--- src/hdl/ioac_defs.svh ---
// constants for the i/o address condition decoder
`ifndef IOAC_DEFS_SVH
`define IOAC_DEFS_SVH

// ----------------------------------------------------------------
// opcodes (6-bit, octal 02 and 40)
// ----------------------------------------------------------------
`define IOAC_OP_ENERGIZE 6'h02
`define IOAC_OP_SKIP     6'h20

// ----------------------------------------------------------------
// address bit positions (instruction word bit 0 is msb of 24)
// ----------------------------------------------------------------
`define IOAC_BIT_INTERNAL  10
`define IOAC_BIT_SIG1      12
`define IOAC_BIT_YRDY      13
`define IOAC_BIT_WRDY      14
`define IOAC_BIT_BKPT1     15
`define IOAC_BIT_YERR      19
`define IOAC_BIT_WERR      20
`define IOAC_BIT_INT_OFF   21
`define IOAC_BIT_INT_ON    22
`define IOAC_BIT_OVF       23
`define IOAC_UNIT_LSB      18

// ----------------------------------------------------------------
// register offsets and resets
// ----------------------------------------------------------------
`define IOAC_OFF_CTRL    12'h000
`define IOAC_OFF_STATUS  12'h004
`define IOAC_OFF_IRQ_ST  12'h008
`define IOAC_OFF_IRQ_MSK 12'h00C
`define IOAC_OFF_LAST    12'h010
`define IOAC_RST_MASK    3'h0
`define IOAC_IRQ_W       3

`endif

--- src/hdl/ioac_pkg.sv ---
// types for the i/o address condition decoder
package ioac_pkg;
  typedef enum logic [1:0] {
    IOAC_CMD_NONE,
    IOAC_CMD_ENERGIZE,
    IOAC_CMD_SKIP
  } ioac_cmd_t;
endpackage

--- src/hdl/ioac_decoder.sv ---
// i/o address condition decoder with apb status and interrupt
//
// Design decisions made here: the APB slave port and the address map.
`timescale 1ns/1ps
`include "ioac_defs.svh"
module ioac_decoder
  import ioac_pkg::*;
(
  input  wire logic        clk_in,
  input  wire logic        reset_in,
  // instruction strobe from the sequencer
  input  wire logic        exec_in,
  input  wire logic [23:0] instr_in,
  input  wire logic [14:0] pc_in,
  output logic             done_out,
  output logic             skip_out,
  output logic [14:0]      next_pc_out,
  // unit status bus from peripherals (asynchronous)
  output logic [5:0]       unit_sel_out,
  input  wire logic [5:0]  unit_sig_in,
  // internal sources (asynchronous pins)
  input  wire logic        ybuf_ready_in,
  input  wire logic        wbuf_ready_in,
  input  wire logic        ybuf_err_in,
  input  wire logic        wbuf_err_in,
  input  wire logic [3:0]  bkpt_in,
  input  wire logic        ovf_set_in,
  output logic             int_enable_out,
  output logic             overflow_out,
  // apb
  input  wire logic        psel,
  input  wire logic        penable,
  input  wire logic        pwrite,
  input  wire logic [11:0] paddr,
  input  wire logic [31:0] pwdata,
  output logic [31:0]      prdata,
  output logic             pready,
  output logic             pslverr,
  output logic             irq_out
);
  // ----------------------------------------------------------------
  // pin synchronisers
  // ----------------------------------------------------------------
  localparam int SW = 14;
  logic [SW-1:0] raw, s1_q, s2_q;
  assign raw = {unit_sig_in, ybuf_ready_in, wbuf_ready_in, ybuf_err_in,
                wbuf_err_in, bkpt_in};
  always_ff @(posedge clk_in or posedge reset_in) begin
    if (reset_in) begin
      s1_q <= '0;
      s2_q <= '0;
    end else begin
      s1_q <= raw;
      s2_q <= s1_q;
    end
  end
  logic [5:0] usig;
  logic       yrdy, wrdy, yerr, werr;
  logic [3:0] bkpt;
  assign {usig, yrdy, wrdy, yerr, werr, bkpt} = s2_q;

  // ----------------------------------------------------------------
  // field decode
  // ----------------------------------------------------------------
  ioac_cmd_t  cmd;
  logic       internal;
  logic [5:0] unit_code, sig_sel;
  ioac_field_dec u_dec (
    .instr_in     (instr_in),
    .cmd_out      (cmd),
    .internal_out (internal),
    .unit_out     (unit_code),
    .sig_sel_out  (sig_sel)
  );
  function automatic logic abit(input logic [23:0] w, input int n);
    abit = w[23 - n];
  endfunction

  // unit code is driven to peripherals continuously so their status
  // settles through the synchroniser before the test samples it
  assign unit_sel_out = unit_code;

  // ----------------------------------------------------------------
  // execution: wait for unit status to pass the synchroniser
  // ----------------------------------------------------------------
  typedef enum logic [1:0] {ST_IDLE, ST_WAIT, ST_EVAL} ioac_st_t;
  ioac_st_t st_q, st_d;
  logic [1:0] wcnt_q, wcnt_d;
  logic       done_q, done_d, skip_q, skip_d;
  logic [14:0] npc_q, npc_d;
  logic       ien_q, ien_d, ovf_q, ovf_d;
  logic [23:0] ins_q, ins_d;
  logic       unit_skip, int_skip, sense_skip;
  logic [2:0] ev;

  always_comb begin
    // tape file protect is signal 5; same generic test applies
    unit_skip = |(sig_sel & ~usig);
    int_skip  = (abit(ins_q, `IOAC_BIT_YRDY) & yrdy)
              | (abit(ins_q, `IOAC_BIT_WRDY) & wrdy)
              | (|(ins_q[23-`IOAC_BIT_BKPT1 -: 4] & ~bkpt))
              | (abit(ins_q, `IOAC_BIT_YERR) & ~yerr)
              | (abit(ins_q, `IOAC_BIT_WERR) & ~werr)
              | (abit(ins_q, `IOAC_BIT_INT_OFF) & ien_q)
              | (abit(ins_q, `IOAC_BIT_INT_ON) & ~ien_q)
              | (abit(ins_q, `IOAC_BIT_OVF) & ~ovf_q);
    sense_skip = abit(ins_q, `IOAC_BIT_INTERNAL) ? int_skip : unit_skip;
  end

  always_comb begin
    st_d   = st_q;
    wcnt_d = wcnt_q;
    done_d = 1'b0;
    skip_d = skip_q;
    npc_d  = npc_q;
    ien_d  = ien_q;
    ovf_d  = ovf_q | ovf_set_in;
    ins_d  = ins_q;
    ev     = 3'b000;
    unique case (st_q)
      ST_IDLE: begin
        if (exec_in && cmd == IOAC_CMD_ENERGIZE) begin
          // unit control lives elsewhere; only internal set acts here
          if (internal) begin
            if (abit(instr_in, `IOAC_BIT_INT_OFF)) ien_d = 1'b0;
            if (abit(instr_in, `IOAC_BIT_INT_ON))  ien_d = 1'b1;
            // clear wins over a simultaneous overflow set
            if (abit(instr_in, `IOAC_BIT_OVF)) ovf_d = 1'b0;
          end
          skip_d = 1'b0;
          npc_d  = pc_in + 15'h0001;
          done_d = 1'b1;
          ev[0]  = 1'b1;
        end else if (exec_in && cmd == IOAC_CMD_SKIP) begin
          ins_d  = instr_in;
          wcnt_d = 2'h0;
          st_d   = ST_WAIT;
        end else if (exec_in) begin
          skip_d = 1'b0;
          npc_d  = pc_in + 15'h0001;
          done_d = 1'b1;
        end
      end
      ST_WAIT: begin
        wcnt_d = wcnt_q + 2'h1;
        if (wcnt_q == 2'h2) st_d = ST_EVAL;
      end
      ST_EVAL: begin
        skip_d = sense_skip;
        // a taken skip jumps one word further
        npc_d  = pc_in + (sense_skip ? 15'h0002 : 15'h0001);
        if (abit(ins_q, `IOAC_BIT_INTERNAL) &&
            abit(ins_q, `IOAC_BIT_OVF)) begin
          ovf_d = 1'b0;
        end
        done_d = 1'b1;
        ev[1]  = sense_skip;
        st_d   = ST_IDLE;
      end
      default: st_d = ST_IDLE;
    endcase
    ev[2] = ovf_set_in & ~ovf_q;
  end

  always_ff @(posedge clk_in or posedge reset_in) begin
    if (reset_in) begin
      st_q   <= ST_IDLE;
      wcnt_q <= 2'h0;
      done_q <= 1'b0;
      skip_q <= 1'b0;
      npc_q  <= 15'h0000;
      ien_q  <= 1'b0;
      ovf_q  <= 1'b0;
      ins_q  <= 24'h00_0000;
    end else begin
      st_q   <= st_d;
      wcnt_q <= wcnt_d;
      done_q <= done_d;
      skip_q <= skip_d;
      npc_q  <= npc_d;
      ien_q  <= ien_d;
      ovf_q  <= ovf_d;
      ins_q  <= ins_d;
    end
  end

  assign done_out       = done_q;
  assign skip_out       = skip_q;
  assign next_pc_out    = npc_q;
  assign int_enable_out = ien_q;
  assign overflow_out   = ovf_q;

  // ----------------------------------------------------------------
  // apb registers and interrupt
  // ----------------------------------------------------------------
  logic [2:0]  ist_q, ist_d, msk_q, msk_d;
  logic [23:0] last_q, last_d;
  logic        wr;
  assign wr = psel & penable & pwrite;

  always_comb begin
    msk_d  = msk_q;
    // an exec during eval is refused, so only idle takes the live word
    last_d = done_d ? ((st_q == ST_IDLE) ? instr_in : ins_q) : last_q;
    ist_d  = ist_q;
    if (wr && paddr == `IOAC_OFF_IRQ_ST) ist_d = ist_q & ~pwdata[2:0];
    if (wr && paddr == `IOAC_OFF_IRQ_MSK) msk_d = pwdata[2:0];
    // set wins over a clear in the same cycle
    ist_d = ist_d | ev;
  end

  always_ff @(posedge clk_in or posedge reset_in) begin
    if (reset_in) begin
      ist_q  <= 3'h0;
      msk_q  <= `IOAC_RST_MASK;
      last_q <= 24'h00_0000;
    end else begin
      ist_q  <= ist_d;
      msk_q  <= msk_d;
      last_q <= last_d;
    end
  end

  always_comb begin
    prdata = 32'h0000_0000;
    unique case (paddr)
      `IOAC_OFF_CTRL:    prdata = {30'h0000_0000, ovf_q, ien_q};
      `IOAC_OFF_STATUS:  prdata = {16'h0000, 2'h0, usig, yrdy, wrdy, yerr,
                                   werr, bkpt};
      `IOAC_OFF_IRQ_ST:  prdata = {29'h0000_0000, ist_q};
      `IOAC_OFF_IRQ_MSK: prdata = {29'h0000_0000, msk_q};
      `IOAC_OFF_LAST:    prdata = {8'h00, last_q};
      default:           prdata = 32'h0000_0000;
    endcase
  end

  assign pready  = 1'b1;
  assign pslverr = psel & penable & (paddr > `IOAC_OFF_LAST |
                                     paddr[1:0] != 2'h0);
  assign irq_out = |(ist_q & msk_q);
endmodule

--- src/hdl/ioac_field_dec.sv ---
// field decoder: splits a 24-bit instruction into opcode classes
`timescale 1ns/1ps
`include "ioac_defs.svh"
module ioac_field_dec
  import ioac_pkg::*;
(
  input  wire logic [23:0] instr_in,
  output ioac_cmd_t        cmd_out,
  output logic             internal_out,
  output logic [5:0]       unit_out,
  output logic [5:0]       sig_sel_out
);
  logic [5:0] opcode;

  // word bit 0 is the msb, so bit n sits at vector index 23-n
  assign opcode = instr_in[20:15];

  always_comb begin
    unique case (opcode)
      `IOAC_OP_ENERGIZE: cmd_out = IOAC_CMD_ENERGIZE;
      `IOAC_OP_SKIP:     cmd_out = IOAC_CMD_SKIP;
      default:           cmd_out = IOAC_CMD_NONE;
    endcase
  end

  assign internal_out = instr_in[23 - `IOAC_BIT_INTERNAL];
  assign unit_out     = instr_in[23 - `IOAC_UNIT_LSB:0];
  // sig_sel_out[0] is signal 1 at word bit 12
  genvar g;
  generate
    for (g = 0; g < 6; g++) begin : g_sel
      assign sig_sel_out[g] = instr_in[23 - `IOAC_BIT_SIG1 - g];
    end
  endgenerate
endmodule

--- config.mk ---
export PLATFORM = sky130hd
export DESIGN_NAME = ioac_decoder
export DESIGN_NICKNAME = d
export VERILOG_FILES = /design/src/hdl/ioac_pkg.sv /design/src/hdl/ioac_decoder.sv /design/src/hdl/ioac_field_dec.sv
export VERILOG_INCLUDE_DIRS = /design/src /design/src/hdl
export SDC_FILE = /design/constraint.sdc
export NUM_CORES = 1
export LEC_CHECK = 0
export BUFFER_PORTS_ARGS = -buffer_cell sky130_fd_sc_hd__buf_2
export CAP_MARGIN = 10
export CORE_MARGIN = 4
export CORE_UTILIZATION = 45
export CTS_BUF_LIST = sky130_fd_sc_hd__clkbuf_16
export CTS_CLUSTER_SIZE = 14
export DETAILED_ROUTE_END_ITERATION = 10
export PLACE_DENSITY = 0.76
export RECOVER_POWER = 25
export REMOVE_ABC_BUFFERS = 1
export SYNTH_ARGS = -nofsm -noshare
export SYNTH_HDL_FRONTEND = slang
export SYNTH_SLANG_ARGS = --single-unit
--- constraint.sdc ---
create_clock -name clk_in -period 2.92 [get_ports clk_in]
set_input_delay 0.292 -clock clk_in [delete_from_list [all_inputs] [get_ports clk_in]]
set_output_delay 0.292 -clock clk_in [all_outputs]
set_load 0.05 [all_outputs]
==> flow_summary.toml, run 1 <==
[run_status]
outcome = "finished, violations left"
failed_checks = "capacitance limit, slew limit"

[timing]
hold_violations = 0
finalCritPeriodShare = 0.960
tightest_slew_ps = 2150
maxSlewViolCount = 49
slew-limit-headroom = -0.439
fin_crit_ps = 2800
rsz0062_at_grt = "true"
max_freq_ghz = 0.357
setup_violations = 0
finClkSkew_ps = 10.2

[pwr]
ir_drop_mv = 0.348
leakagePower_nw = 2.98
powerDensity_nw_per_um2 = 616

[die]
rows = 37
io_pins = 164
die_y_um = 111
chipWidth_um = 111
start_util = 0.464
core_um2 = 10300
die_area_um2 = 12400

[clock_tree]
cts_tree = "done"
cts_buffer_depth = 2
cts_made_buffers = 9
cts.sinks = 105
clk-insertion-delay-late_ps = 340
path_clk_slew_ps = 80
cts-root-buf = "clkbuf_16"
cts_max_level = 3

[drt]
first_pass_iters = 4
vias_per_cell = 5.13
num_vias = 3596
post_drt_wl_per_cell_um = 15.6
drtIter0Drc = 150
drcViolationCount = 0
wirelength_mm = 10.9
ant_nets = 0

[worst_setup_path]
cp.required_ps = 3130
slowest_stage = "a2111o_1"
startpoint_type = "register"
path_cells = "nor2b_1, a2111o_1, nor3_2, or2_4, ha_4, inv_1, fa_2, nand4b_1, nor4_2, xnor2_1, a21oi_1"
end_kind = "register"
critPathMaxFanout = 3
arrival_ps = 3010
cp_slowest_stage_delay_ps = 390
setup.worst_path.class = "reg -> reg"

[final_layout]
final_layout_size_suffix_gt1_frac = 0.354
area_growth_pct = 23.8
postLayoutCoreUtil = 0.574
final_cells = 701
n_antenna_cell = 0
nFillCells = 908
nets = 668

[synthesis]
syn_inst = 432
ys_ff_latch = 105
synth_area_per_cell_um2 = 11.1
synth_edf_count = 0
ys_seq_area_frac = 0.549
synth_top_area_frac = 0.549
netlist.top_cell.by_area = "dfrtp_1"
yosys_warnings = 0
ys_types = 46
ys.flop_type = "dfrtp_1"
synthTopCellsByCount = "dfrtp_1 (105), nor2_1 (46), a21oi_1 (43), mux2i_1 (30), mux2_2 (24)"
syn_area_um2 = 4790
synth_async_sr_flop_share = 1.00
yosysMostFrequentCell = "dfrtp_1"
synthTopCellsByArea = "dfrtp_1 (55%), mux2i_1 (6.3%), mux2_2 (5.6%), a21oi_1 (4.5%), nor2_1 (3.6%)"

[placed_design]
dp.cells = 682
dp_hpwl_mm = 8.16
place.gp.congestion = 0.807
portBuffers = 125

[global_routing]
antenna_found_initial = 0
grt_start_max_net_pins = 58
grt_pass1_vias = 3773
grtUsageTotal = 0.179
overflow = 0
grt_pass1_wl_mm = 18.1

[flow_run]
cap_violations = 1

[worst_hold_path]
min_path_type = "in -> reg"
## sequential cells by signal (all words and copies together), names as in the netlist
name and cells:
skip_out 1, msk_q 3, last_q 24, ins_q 24
st_q 2, next_pc_out 15, wcnt_q 2, s2_q 14
done_out 1, ist_q 3, overflow_out 1, s1_q 14
int_enable_out 1
## critical path, delay by kind of cell, from the launching register on
kind | cells | cell delay, ps
compound gates | 2 | 480
xor+xnor | 1 | 150
fa+ha+maj | 2 | 480
buf+inv | 1 | 50
flops | 1 | 380
simple gates | 5 | 1110
## cells in the final DEF (no fill, tap or decap), types with 7 or more instances in the layout
master / count
buf_2: 125
dfrtp_1: 105
nor2_1: 46
a21oi_1: 43
mux2i_1: 30
mux2_2: 24
buf_4: 18
inv_1: 16
nand2_1: 16
and2_1: 15
a22o_1: 13
xnor2_1: 11
conb_1: 9
clkbuf_16: 9
nor3_1: 7
## layer usage
metal	track usage	up-vias	part of all wire
met3	0.0464	8	0.069
met5	0	-	0
li1	-	1748	-
met2	0.292	121	0.48
met4	0.0349	0	0.0053
met1	0.245	1719	0.44
## layout make-up
cell class,instances,area [µm²],share of cell area
repair buffers,144,781,0.132
clock buffers,9,225,0.0380
flip-flops and latches,105,2630,0.443
inverters,17,65.1,0.0110
clock inverters,7,81.3,0.0137
multi-input cells,283,1980,0.334
well taps,136,170,0.0287
## cell families after synthesis
| family | synth area share |
|---|---|
| buffers and inverters | 0.0562 |
| adders and majority gates | 0.0120 |
| xor gates and xnor gates | 0.0238 |
| AOI/OAI and AO/OA | 0.101 |
| and+or+nand+nor | 0.137 |
| other | 0.00157 |
| muxes | 0.119 |
| DFF | 0.549 |
## through the flow
| step | hold slack, ps | area, µm² | setup slack [ps] | power (W) | TNS (ps) |
|---|---|---|---|---|---|
| 5_1_grt | 30.4 | 5930 | -32.6 | 0.00385 | -64.5 |
| 6_report | 47.2 | 5930 | 118 | 0.00365 | 0 |
| 3_3_place_gp | 331 | 5570 | 50.1 | 0.00245 | 0 |
| 2_1_floorplan | 323 | 4610 | -2870 | 0.00223 | -118930 |
| 4_1_cts | 35.0 | 5930 | 25.2 | 0.00369 | 0 |
| 3_5_place_dp | 335 | 5570 | -139 | 0.00248 | -142 |
## where the power goes
part	switching, W	internal [W]	leakage, nW	total, W
registers	0.000110	0.00164	1.26	0.00175
logic	0.000455	0.000258	1.57	0.000713
clock network	0.000579	0.000611	0.150	0.00119
total	0.00114	0.00251	2.98	0.00365
## worst paths after layout
check,startpoint,endpoint,slack [ps],cells past startpoint
worst max-delay path,ins_q[7],next_pc_out[14],120,11
worst min-delay path,bkpt_in[3],s1_q[3],50,1
worst max register to register,ins_q[7],next_pc_out[14],120,11
worst min register to register,s1_q[13],s2_q[13],350,0
max in group asynchronous,reset_in,ins_q[14],1400,3
min in group asynchronous,reset_in,s1_q[4],500,2
## what timing repair did
action / 4_1_cts / 5_1_grt
endpoints found under the hold margin: 0 / 0
hold buffers: 0 / 0
buffers inserted: 3 / 0
setup endpoints to repair: 4 / 3
gates resized for setup: 6 / 0
pin swaps: 7 / 2
Power figures use the tool's default switching activity.
==> run 2: changes to the inputs <==
--- a/config.mk
+++ b/config.mk
@@ -8,12 +8,14 @@
 export LEC_CHECK = 0
 export BUFFER_PORTS_ARGS = -buffer_cell sky130_fd_sc_hd__buf_2
 export CAP_MARGIN = 10
+export CELL_PAD_IN_SITES_DETAIL_PLACEMENT = 1
+export CELL_PAD_IN_SITES_GLOBAL_PLACEMENT = 1
 export CORE_MARGIN = 4
-export CORE_UTILIZATION = 45
+export CORE_UTILIZATION = 35
 export CTS_BUF_LIST = sky130_fd_sc_hd__clkbuf_16
 export CTS_CLUSTER_SIZE = 14
 export DETAILED_ROUTE_END_ITERATION = 10
-export PLACE_DENSITY = 0.76
+export PLACE_DENSITY_LB_ADDON = 0.1
 export RECOVER_POWER = 25
 export REMOVE_ABC_BUFFERS = 1
 export SYNTH_ARGS = -nofsm -noshare
==> flow_summary.toml, run 2 (synthesized netlist as in run 1, its figures left out) <==
[clock_tree]
cts_max_level = 3
path_clk_slew_ps = 80
cts-root-buf = "clkbuf_16"
clk-insertion-delay-late_ps = 350
cts_buffer_depth = 2
cts_made_buffers = 9
cts.sinks = 105
cts_tree = "done"
cts_hold_buf = 0

[global_routing]
grt_pass1_vias = 3955
overflow = 0
grt_pass1_wl_mm = 20.4
grt_start_max_net_pins = 68
grtUsageTotal = 0.161
antenna_found_initial = 0

[timing]
finClkSkew_ps = 9.25
max_freq_ghz = 0.357
timing.hold.ws_ps = 40.6
rsz0062_at_grt = "true"
finalCritPeriodShare = 0.958
setup_violations = 0
hold_violations = 0
worst_slack_ps = 122
tightest_slew_ps = 1860
maxSlewViolCount = 39
slew-limit-headroom = -0.248
fin_crit_ps = 2800

[worst_setup_path]
worst_r2r_path_depth = 12
r2r-end = "next_pc_out[10]"
arrival_ps = 3030
setup.worst_path.class = "reg -> reg"
timing.rr.start = "ins_q[7]"
reg2reg_slack_ps = 120
critPathMaxFanout = 3
end_kind = "register"
startpoint_type = "register"
cp.required_ps = 3150

[die]
die_area_um2 = 15600
core_um2 = 13300
rows = 42
chipWidth_um = 125
start_util = 0.360
io_pins = 164
die_y_um = 125

[drt]
vias_per_cell = 4.93
ant_nets = 0
drtIter0Drc = 171
first_pass_iters = 4
drcViolationCount = 0
post_drt_wl_per_cell_um = 16.7
wirelength_mm = 12.4
num_vias = 3680

[worst_hold_path]
whs_path_depth = 1
min_path_type = "in -> reg"
min_from = "bkpt_in[2]"
min_to = "s1_q[2]"

[pwr]
leakagePower_nw = 3.01
ir_drop_mv = 0.405
powerDensity_nw_per_um2 = 606

[placed_design]
dp.cells = 729
pre_cts_slack_ps = -69.3
dp_hpwl_mm = 9.16
place.gp.congestion = 0.783
placed_area_um2 = 5670
portBuffers = 125

[final_layout]
final_layout_size_suffix_gt1_frac = 0.363
register_area_um2 = 2630
nFillCells = 1529
postLayoutCoreUtil = 0.452
n_antenna_cell = 0
final_cell_area_um2 = 6010
final_cells = 746
layout_commonest_cell = "buf_2"
multi_input_area_um2 = 2000
area_growth_pct = 25.6
most-common-layout-cells = "buf_2 (124), dfrtp_1 (105), nor2_1 (46)"
nets = 674

[run_status]
failed_checks = "capacitance limit, slew limit"
outcome = "finished, violations left"

[flow_run]
cap_violations = 1
[run 2: cell types whose count changed in the layout (fill, tap and decap cells not counted), sizes merged]
cell	delta
buf	+5
clkbuf	+1
clkinv	-3
clkinvlp	+1
inv	+1
[run 2: where the power goes]
| part | switching, W | internal [W] |
|---|---|---|
| Sequential | 0.000109 | 0.00164 |
| Clock | 0.000575 | 0.000588 |
| Combinational | 0.000471 | 0.000263 |
| Total | 0.00115 | 0.00249 |
[run 2: worst max-delay path by stage]
stage,startpoint,to,slack [ps],cells after the start
2_1_floorplan,instr_in[17],next_pc_out[0],-2870,3
3_3_place_gp,ins_q[5],next_pc_out[12],-6,12
3_5_place_dp,ins_q[5],next_pc_out[12],-70,12
4_1_cts,ins_q[5],next_pc_out[10],20,12
5_1_grt,ins_q[7],next_pc_out[14],-50,11
6_report,ins_q[7],next_pc_out[10],120,12
[run 2: worst max-delay path: stages (launching register included)]
cell      delay, ps
dfrtp_1         400
nor2b_1         140
a2111o_1        400
nor3_2          220
or2_4           170
ha_4            130
inv_2            40
fa_2            370
nand4b_1        240
buf_4           200
nor3_4          150
xnor2_1         140
a21oi_1          80
[run 2: metrics by stage]
step / total power (W) / setup TNS (ps)
CTS: 0.00370 / 0
global route: 0.00385 / -119
finish: 0.00364 / 0
global placement: 0.00248 / -6.14
floorplan: 0.00223 / -118930
detailed placement: 0.00251 / -102
[run 2: routing by layer]
layer | up-vias | routed length [µm] | global-route usage
met3 | 11 | 588 | 0.0452
met5 | - | 0 | 0
met1 | 1838 | 5690 | 0.220
li1 | 1745 | - | -
met2 | 86 | 6030 | 0.258
met4 | 0 | 120 | 0.0364
[run 2: what timing repair did]
action	CTS	global route
gates resized for setup	2	9
setup endpoints to repair	3	3
setup buffers	0	2
pin swaps	0	10
[run 2: final cells by class]
cell class              count  area share
multi-input cells         283       0.333
repair buffers            150       0.137
clock buffers               9      0.0375
flip-flops and latches    105       0.437
clock inverters             6     0.00832
inverters                  17      0.0108
well taps                 176      0.0366
